--- src/rtl/i2c_promisc_defs.svh ---
/*
  Register offsets, field positions, reset values and timing counts for the
  two-wire slave address capture and promiscuous-address block.
  Assumes inclusion by bare name from the rtl/ folder.
*/
`ifndef I2C_PROMISC_DEFS_SVH
`define I2C_PROMISC_DEFS_SVH

`define OFF_WAKE_STATUS 12'h060
`define OFF_WAKE_ENABLE 12'h064
`define OFF_CAPTURED_ADDR 12'h06C
`define OFF_PROMISC_STATUS 12'h070
`define OFF_PROMISC_IRQ_EN 12'h074
`define OFF_PROMISC_ACK_CTRL 12'h078
`define OFF_SLAVE_CTRL 12'h07C

`define BIT_START_DET 0
`define BIT_PROMISC_ADDR 0
`define BIT_CTRL_ENABLE 0
`define BIT_CTRL_PROMISC 1

`define RST_WAKE_ENABLE 1'b0
`define RST_CAPTURED_ADDR 8'h00
`define RST_PROMISC_ACK 1'b0
`define RST_CTRL 2'h0

`define SYS_CLK_HZ 10000000
`define ACK_HOLD_NS 300
`define ACK_HOLD_CYC ((`ACK_HOLD_NS * (`SYS_CLK_HZ / 1000000) + 999) / 1000)

`endif

--- src/rtl/i2c_promisc_pkg.sv ---
/*
  Types shared by the two-wire slave address capture block.
  Assumes the defs header supplies all numeric constants.
*/
package i2c_promisc_pkg;

  typedef struct packed {
    logic scl;
    logic sda;
  } bus_lines_type;

  typedef struct packed {
    logic start;
    logic stop;
    logic scl_rise;
    logic scl_fall;
  } bus_events_type;

  typedef enum logic [4:0] {
    st_idle = 5'b00001,
    st_addr = 5'b00010,
    st_stretch = 5'b00100,
    st_ack = 5'b01000,
    st_skip = 5'b10000
  } slave_state_type;

endpackage

--- src/rtl/i2c_line_watch.sv ---
/*
  Synchronises the two-wire bus lines and derives START, STOP and SCL edges.
  Assumes the pins are asynchronous to sys_clk.
*/
`timescale 1ns/1ps
module i2c_line_watch
  import i2c_promisc_pkg::*;
(
  input wire logic sys_clk,
  input wire logic rst,
  input wire logic clk_en,
  input wire bus_lines_type pins,
  output bus_lines_type lines,
  output bus_events_type events
);

  bus_lines_type meta;
  bus_lines_type prev;

  always_ff @(posedge sys_clk or posedge rst)
  begin
    if (rst)
    begin
      meta <= 2'h3;
      lines <= 2'h3;
      prev <= 2'h3;
    end
    else if (clk_en)
    begin
      meta <= pins;
      lines <= meta;
      prev <= lines;
    end
  end

  // START/STOP are SDA edges while SCL stays high
  assign events.start = prev.scl && lines.scl && prev.sda && !lines.sda;
  assign events.stop = prev.scl && lines.scl && !prev.sda && lines.sda;
  assign events.scl_rise = !prev.scl && lines.scl;
  assign events.scl_fall = prev.scl && !lines.scl;

endmodule

--- src/rtl/i2c_slave_promisc.sv ---
/*
  Two-wire slave first-byte capture, promiscuous address handling with
  ninth-clock stretch, START wake detection and an APB register slave.
  Assumes an APB master on sys_clk and open-drain SCL/SDA pins outside.
*/
// Local design decision: the APB slave port.
`timescale 1ns/1ps
`include "i2c_promisc_defs.svh"
module i2c_slave_promisc
  import i2c_promisc_pkg::*;
(
  input wire logic sys_clk,
  input wire logic rst,
  input wire logic clk_en,
  input wire logic psel,
  input wire logic penable,
  input wire logic pwrite,
  input wire logic [11:0] paddr,
  input wire logic [31:0] pwdata,
  output logic [31:0] prdata,
  output logic pready,
  output logic pslverr,
  input wire logic scl_in,
  output logic scl_out,
  output logic scl_oe_n,
  input wire logic sda_in,
  output logic sda_out,
  output logic sda_oe_n,
  output logic wake_irq,
  output logic irq
);

  bus_lines_type lines;
  bus_events_type ev;
  slave_state_type state;
  slave_state_type next_state;

  logic ctrl_enable;
  logic ctrl_promisc;
  logic wake_enable;
  logic start_status;
  logic promisc_status;
  logic promisc_irq_en;
  logic ack_ctrl;
  logic [7:0] captured_addr;
  logic [7:0] shift;
  logic [3:0] bit_cnt;
  logic ack_bit;
  logic sda_low;
  logic scl_low;
  logic [3:0] setup_cnt;
  bus_lines_type pin_lines;

  assign pin_lines = '{scl: scl_in, sda: sda_in};

  i2c_line_watch u_watch (
    .sys_clk(sys_clk),
    .rst(rst),
    .clk_en(clk_en),
    .pins(pin_lines),
    .lines(lines),
    .events(ev)
  );

  // APB decode
  wire wr_cyc = psel && penable && pwrite && clk_en;
  wire sel_wake_st = paddr == `OFF_WAKE_STATUS;
  wire sel_wake_en = paddr == `OFF_WAKE_ENABLE;
  wire sel_addr = paddr == `OFF_CAPTURED_ADDR;
  wire sel_pst = paddr == `OFF_PROMISC_STATUS;
  wire sel_pen = paddr == `OFF_PROMISC_IRQ_EN;
  wire sel_ack = paddr == `OFF_PROMISC_ACK_CTRL;
  wire sel_ctrl = paddr == `OFF_SLAVE_CTRL;
  wire mapped = sel_wake_st | sel_wake_en | sel_addr | sel_pst | sel_pen | sel_ack | sel_ctrl;
  wire wr_wake_st = wr_cyc && sel_wake_st;
  wire wr_pst = wr_cyc && sel_pst;

  assign pready = 1'b1;
  assign pslverr = psel && penable && !mapped;

  wire [31:0] rd_mux =
    sel_wake_st ? {31'h0, start_status} :
    sel_wake_en ? {31'h0, wake_enable} :
    sel_addr ? {24'h0, captured_addr} :
    sel_pst ? {31'h0, promisc_status} :
    sel_pen ? {31'h0, promisc_irq_en} :
    sel_ack ? {31'h0, ack_ctrl} :
    sel_ctrl ? {30'h0, ctrl_promisc, ctrl_enable} : 32'h0;

  always_ff @(posedge sys_clk or posedge rst)
  begin
    if (rst)
      prdata <= 32'h0;
    else if (clk_en && psel && !penable && !pwrite)
      prdata <= rd_mux;
  end

  always_ff @(posedge sys_clk or posedge rst)
  begin
    if (rst)
    begin
      wake_enable <= `RST_WAKE_ENABLE;
      promisc_irq_en <= 1'b0;
      ack_ctrl <= `RST_PROMISC_ACK;
      {ctrl_promisc, ctrl_enable} <= `RST_CTRL;
    end
    else if (wr_cyc)
    begin
      if (sel_wake_en)
        wake_enable <= pwdata[`BIT_START_DET];
      if (sel_pen)
        promisc_irq_en <= pwdata[`BIT_PROMISC_ADDR];
      if (sel_ack)
        ack_ctrl <= pwdata[`BIT_PROMISC_ADDR];
      if (sel_ctrl)
        {ctrl_promisc, ctrl_enable} <= {pwdata[`BIT_CTRL_PROMISC], pwdata[`BIT_CTRL_ENABLE]};
    end
  end

  // Set wins over a same-cycle write-one clear
  wire set_start = ev.start && ctrl_enable;
  wire clr_start = wr_wake_st && pwdata[`BIT_START_DET];
  always_ff @(posedge sys_clk or posedge rst)
  begin
    if (rst)
      start_status <= 1'b0;
    else if (clk_en)
      start_status <= set_start || (start_status && !clr_start);
  end

  assign wake_irq = start_status && wake_enable;
  assign irq = promisc_status && promisc_irq_en;

  // Byte completes on the falling SCL edge after the eighth rising edge
  wire byte_done = state == st_addr && ev.scl_fall && bit_cnt == 4'h8;
  wire set_promisc = byte_done && ctrl_promisc;
  wire clr_promisc = wr_pst && pwdata[`BIT_PROMISC_ADDR];
  wire release_now = state == st_stretch && !promisc_status;

  always_ff @(posedge sys_clk or posedge rst)
  begin
    if (rst)
      promisc_status <= 1'b0;
    else if (clk_en)
      promisc_status <= set_promisc || (promisc_status && !clr_promisc);
  end

  always_comb
  begin
    next_state = state;
    unique case (state)
      st_idle:
        next_state = state;
      st_addr:
        if (byte_done)
          next_state = ctrl_promisc ? st_stretch : st_skip;
      st_stretch:
        if (release_now)
          next_state = st_ack;
      st_ack:
        if (ev.scl_fall)
          next_state = st_skip;
      st_skip:
        next_state = state;
      default:
        next_state = st_idle;
    endcase
    if (ev.start && ctrl_enable)
      next_state = st_addr;
    else if (ev.stop || !ctrl_enable)
      next_state = st_idle;
  end

  always_ff @(posedge sys_clk or posedge rst)
  begin
    if (rst)
    begin
      state <= st_idle;
      bit_cnt <= 4'h0;
      shift <= 8'h00;
    end
    else if (clk_en)
    begin
      state <= next_state;
      if (ev.start)
        bit_cnt <= 4'h0;
      else if (state == st_addr && ev.scl_rise)
      begin
        bit_cnt <= bit_cnt + 4'h1;
        shift <= {shift[6:0], lines.sda};
      end
    end
  end

  // Capture on the eighth rising edge, before the ninth clock
  wire cap_now = state == st_addr && ev.scl_rise && bit_cnt == 4'h7;
  wire [7:0] next_addr = {shift[6:0], lines.sda};
  always_ff @(posedge sys_clk or posedge rst)
  begin
    if (rst)
      captured_addr <= `RST_CAPTURED_ADDR;
    else if (clk_en && cap_now)
      captured_addr <= next_addr;
    else if (wr_cyc && sel_addr)
      captured_addr <= pwdata[7:0];
  end

  // Ack decision taken when stretching ends so software can set it first
  always_ff @(posedge sys_clk or posedge rst)
  begin
    if (rst)
      ack_bit <= 1'b0;
    else if (clk_en && release_now)
      ack_bit <= ack_ctrl;
  end

  // SDA must settle before SCL is let go, otherwise a master could see a
  // falling SDA with SCL high and take it for a START
  wire setup_done = setup_cnt == 4'(`ACK_HOLD_CYC);
  always_ff @(posedge sys_clk or posedge rst)
  begin
    if (rst)
      setup_cnt <= 4'h0;
    else if (clk_en)
    begin
      if (state != st_ack)
        setup_cnt <= 4'h0;
      else if (!setup_done)
        setup_cnt <= setup_cnt + 4'h1;
    end
  end

  // Non-promiscuous ACK handling belongs to the wider controller
  assign sda_low = state == st_ack && ack_bit;
  assign scl_low = state == st_stretch || (state == st_ack && !setup_done);

  // Open drain: only ever drive low, enable is active low
  assign sda_out = 1'b0;
  assign scl_out = 1'b0;
  assign sda_oe_n = !sda_low;
  assign scl_oe_n = !scl_low;
endmodule

--- config.mk ---
export PLATFORM = sky130hd
export DESIGN_NAME = i2c_slave_promisc
export DESIGN_NICKNAME = d
export VERILOG_FILES = /design/src/rtl/i2c_promisc_pkg.sv /design/src/rtl/i2c_line_watch.sv /design/src/rtl/i2c_slave_promisc.sv
export VERILOG_INCLUDE_DIRS = /design/src /design/src/rtl
export SDC_FILE = /design/constraint.sdc
export NUM_CORES = 1
export LEC_CHECK = 0
export BUFFER_PORTS_ARGS = -buffer_cell sky130_fd_sc_hd__buf_4
export CORE_UTILIZATION = 54
export CTS_CLUSTER_SIZE = 16
export DETAILED_ROUTE_END_ITERATION = 10
export PLACE_DENSITY = 0.85
export REMOVE_ABC_BUFFERS = 1
export SYNTH_ARGS = -nofsm -noshare
export SYNTH_HDL_FRONTEND = slang
export SYNTH_SLANG_ARGS = --single-unit
--- constraint.sdc ---
create_clock -name sys_clk -period 3.8 [get_ports sys_clk]
set_input_delay 0.95 -clock sys_clk [delete_from_list [all_inputs] [get_ports sys_clk]]
set_output_delay 0.95 -clock sys_clk [all_outputs]
set_load 0.03 [all_outputs]
### Yosys cells after proc, flatten, opt, wreduce, memory -nomap -nowiden

Index checks and enable logic that the tools add are counted.

* $add $sub $neg: 2
* reductions and logical operators: 63
* mux-type cells: 20
* bitwise logic cells: 7
* equal/unequal tests: 21

Operators with widths (count)
* == test 12 x 7 -> 1 bit (second input constant): 7
* 2-to-1 mux 8 bit: 5
* logical AND 1 bit: 34
* 2-to-1 mux 5 bit: 6
* case mux 5 bit (4 select lines): 1
* 2-to-1 mux 4 bit: 4
* zero test 1 bit: 14
* AND reduction 2 bit: 6
* adder 4 x 1 -> 4 bit (second input constant): 2
* 2-to-1 mux 2 bit: 4
* != test 4 bit (second input constant): 2
* OR 1 bit: 6
* == test 5 x 1 -> 1 bit (second input constant): 1
* == test 5 x 2 -> 1 bit (second input constant): 1
* == test 5 x 3 -> 1 bit (second input constant): 1
* == test 5 x 4 -> 1 bit (second input constant): 1
* == test 5 bit (second input constant): 1
* != test 5 x 4 -> 1 bit (second input constant): 1
* AND reduction 5 bit: 1
* == test 4 x 2 -> 1 bit (second input constant): 1
* == test 4 x 3 -> 1 bit (second input constant): 1
* == test 4 bit (second input constant): 1
* logical OR 1 bit: 4
* != test 4 x 3 -> 1 bit (second input constant): 1
* 6 further kinds: 7

* logic and storage cells: 133
* flip-flop bits (word level): 74
* output and inout bits: 40

### Longest topological paths before layout

* depth after elaboration: 9
* depth in mapped cells: 8

### Modules after synthesis

From an unflattened synthesis, not the netlist that was laid out.

* cells, all modules: 270
* area, all modules: 2797.7 um^2

Modules (own cells, without submodules)
* i2c_slave_promisc: seq. area each 1102.3 um^2, cells each 252, times used 1, area an instance 2502.4 um^2
* i2c_line_watch: seq. area each 157.7 um^2, cells each 18, times used 1, area an instance 295.3 um^2

### Least setup slack after synthesis

No wires, ideal clock.

* path type: input port to output port
* from: input paddr[7]
* to: output pslverr
* required time: 2850 ps
* cell stages on the path: 3
* data arrival time: 1789 ps
* buffers on the path: 0
* slack: 1061 ps
* path through: nor4b_4 -> nand4_4 -> o211a_1

* cells in the longest elaborated chain, start to end: 9
* elaborated cells on any way between the ends: 15
* classes of those cells: 7 x eq/ne; 6 x bitwise; 2 x reduce/logical

Ends and longest elaborated chain
* start, declared: RTL line i2c_slave_promisc.sv:18 `input wire logic [11:0] paddr,`
* == test 12 x 7 -> 1 bit (no source line)
* OR 1 bit (5 in a row): RTL line i2c_slave_promisc.sv:74 `wire mapped = sel_wake_st | sel_wake_en | sel_addr | sel_pst | sel_pen | sel_ack | sel_ctrl;`
* OR 1 bit (*): RTL line i2c_slave_promisc.sv:74
* zero test 1 bit (*): RTL line i2c_slave_promisc.sv:79 `assign pslverr = psel && penable && !mapped;`
* logical AND 1 bit (*): RTL line i2c_slave_promisc.sv:79
* end, declared: RTL line i2c_slave_promisc.sv:22 `output logic pslverr,`

Mark *: on every way between the ends. The rest lies on a longest branch, timed or not.

### Worst setup path in the final report

Same ends and word-level chain as after synthesis.

==> qor.yml <==
timing:
  report.final.slew_viol_count: 0
  finalSetupViolCount: 0
  hold_violations: 0
  finClkSkew_ns: 0.00693
  setup_tns_ns: 0
  whs_ns: 0.488
  fin_crit_sh_pct: 78.2
  worst_pin_slew_ns: 0.994
  rsz0062_at_grt: "false"
  period_needed_ns: 2.97
  fmax_ghz: 0.336
  maxSlewHeadroom_pct: 33.6
synthesis:
  ys_warn_count: 0
  synth_area_leaders: "dfrtp_1 39%, buf_4 7.3%, nand2_1 7.2%, dfstp_2 6.6%, mux2_2 4.5%"
  ys.flop_type: "dfrtp_1"
  synth_edf_count: 0
  ys_types: 48
  synth.avg_cell_area_um2: 9.88
  ys_seq_area_share_pct: 45.5
  synth-async-reset-ratio_pct: 100
  syn_inst: 280
  synth_top_area_cell: "dfrtp_1"
  ys_seq_elements: 50
  synth_top_area_share_pct: 38.9
  netlist_area_um2: 2770
cells_and_area:
  fin_cells: 383
  diodes: 0
  area_growth_pct: 12.3
  nets: 370
  fillers: 399
  register_area_um2: 1260
  drive_gt1_share_pct: 25.0
  fin_area_um2: 3110
  multi_input_area_um2: 1320
setup_path:
  path_class: "in2out"
  slowest_stage: "nor4b_4"
  required_ns: 2.85
  slowest_delay_ns: 0.31
  worstReg2RegStart: "state[2]$_DFFE_PP0P_"
  crit_path_max_fanout: 9
  critical_path.cell_chain: "buf_4 > nor4b_4 > nand4_4 > o211a_1 > buf_4"
  worst-endpoint-arrival_ns: 2.02
  start_kind: "input port"
  cp-end-kind: "output port"
  crit_path_frequent_cell: "buf_4"
  crit_path_start: "paddr[7]"
clocking:
  post_cts.repair.setup_buffers: 0
  clk_latency_ns: 0.30
  h-tree-depth: 2
  cts_tree: "done"
  cts.sinks: 50
  clockRootBuffer: "clkbuf_8"
  cts.reportedPaths.clkPinSlew_ns: 0.09
  ctsLongestPathBuffers: 2
  cts_buffers: 5
  ctsResizeCount: 0
  holdBufCountCts: 0
power_and_ir_drop:
  power_leakage_nw: 1.47
  p_comb_share_pct: 11.6
  powerDensity_nw_per_um2: 347
  peakVddDrop_mv: 0.179
  power.total_w: 0.00108
  p_sw_w: 0.000269
  p_clk_share_pct: 35.4
  sw_frac_of_total_pct: 24.9
  p_int_w: 0.000811
  pwr-share-seq_pct: 53.0
die:
  rows: 25
  die_w_um: 73.6
  core-area_um2: 4820
  die_area_um2: 5420
  num_io_pins: 92
  start_util_pct: 57.5
  die_y_um: 73.6
placement:
  placed_cell_area_um2: 2990
  gp_congestion: 0.776
  dp.cells: 375
  port_buffers: 40
  dp_hpwl_mm: 3.80
route:
  drt-pass1-iter-count: 4
  post-route-drc-count: 0
  viasPerCell: 5.30
  routed-via-count: 2030
  ant_nets: 0
  wl_per_cell_um: 13.7
  routed_wl_mm: 5.25
  drtIter0Drc: 157
grt:
  antenna_found_initial: 0
  grt_max_degree: 51
  grtUsageTotal_pct: 21.6
  grt_pass1_wl_mm: 8.76
  overflow: 0
  grt_pass1_vias: 1873
hold_path:
  hold_class: "reg2reg"
  min-delay-start: "shift[6]$_DFFE_PP0P_"
run:
  maxCapViolations: 0
outcome:
  status: "completed"
-- area by class of cell --
| cell class | instances | area share (%) |
|---|---|---|
| clock buffer | 7 | 2.78 |
| clock inverter | 1 | 0.966 |
| timing repair buffer | 40 | 9.66 |
| inverter | 8 | 0.966 |
| multi-input combinational | 210 | 42.4 |
| tap | 67 | 2.70 |
| sequential | 50 | 40.5 |
-- placed cells by master (no fill, tap or decap), types with 3 or more instances in the layout --
cell	n
nor3b_1	3
nand3_1	10
nor2_1	12
o31ai_1	4
a21oi_1	4
o21ai_1	4
nand2_1	53
a22o_1	7
mux2i_1	11
inv_1	7
xor2_1	3
buf_4	40
dfrtp_1	43
o21ai_0	18
mux2_2	11
ha_1	3
clkbuf_8	6
dfstp_2	7
conb_1	27
or3_1	3
nand3b_1	3
-- synth_stat cells, drive strengths merged, types with 3 or more instances --
| master | number |
|---|---|
| a21oi | 4 |
| a22o | 7 |
| buf | 32 |
| clkbuf | 5 |
| dfrtp | 43 |
| dfstp | 7 |
| ha | 3 |
| inv | 8 |
| mux2 | 11 |
| mux2i | 11 |
| nand2 | 53 |
| nand3 | 10 |
| nand3b | 4 |
| nand4 | 3 |
| nor2 | 12 |
| nor3 | 5 |
| nor3b | 3 |
| o21ai | 22 |
| o31ai | 4 |
| or3 | 4 |
| xor2 | 3 |
-- metrics by stage --
step / worst slack (ns) / util [%]
after floorplan: 1.06 / -
after global placement: 0.840 / 62.1
after detailed placement: 0.848 / 62.1
after CTS: 0.838 / 64.5
after global routing: 0.775 / 64.5
final: 0.828 / 64.5
-- state kept, by name, summed over array words and instances (netlist names), 2 cells and up --
signal,flops
u_watch.prev,2
u_watch.lines,2
shift,7
captured_addr,8
state,5
setup_cnt,4
u_watch.meta,2
bit_cnt,4
prdata,8
-- power groups by stage --
stage	Clock, W	Sequential (W)	Combinational [W]
detailed placement	0	0.000583	0.000126
global route	0.000414	0.000576	0.000140
global placement	0	0.000580	0.000122
floorplan	0	0.000576	0.0000844
finish	0.000382	0.000572	0.000125
CTS	0.000391	0.000572	0.000126
-- logic make-up after synthesis --
family / Yosys count / synth area share, %
XOR/XNOR: 4 / 1.27
AO/OA/AOI/OAI: 47 / 11.4
other: 2 / 0.271
adder cells (fa/ha/maj): 3 / 1.36
AND/OR/NAND/NOR: 106 / 20.7
buffers and inverters: 45 / 10.2
flip-flops: 50 / 45.5
multiplexers: 23 / 9.27
-- metal layers --
| metal | wire (um) | share of wire [%] | vias up | track usage (%) |
|---|---|---|---|---|
| met3 | 297 | 5.7 | 7 | 5.08 |
| li1 | - | - | 991 | - |
| met5 | 0 | 0 | - | 0 |
| met4 | 92 | 1.8 | 0 | 8.12 |
| met1 | 2170 | 41 | 966 | 27.2 |
| met2 | 2690 | 51 | 66 | 36.0 |
-- worst paths after layout --
path	endpoint	slack [ns]	cells past startpoint
min in group asynchronous	captured_addr[2]$_DFFE_PP0P_	0.88	2
setup / recovery	pslverr	0.83	5
setup reg to reg	captured_addr[1]$_DFFE_PP0P_	1.46	6
max in group asynchronous	bit_cnt[0]$_DFFE_PP0P_	2.30	2
hold reg to reg	shift[6]$_DFFE_PP0P_	0.49	2
hold / removal	shift[6]$_DFFE_PP0P_	0.49	2
-- critical path: cells and delay by family --
family,cells,cell delay (ns)
AOI/OAI and AO/OA,1,0.27
and+or+nand+nor,2,0.52
buffers and inverters,2,0.28
(Power assumes the default switching activity.)
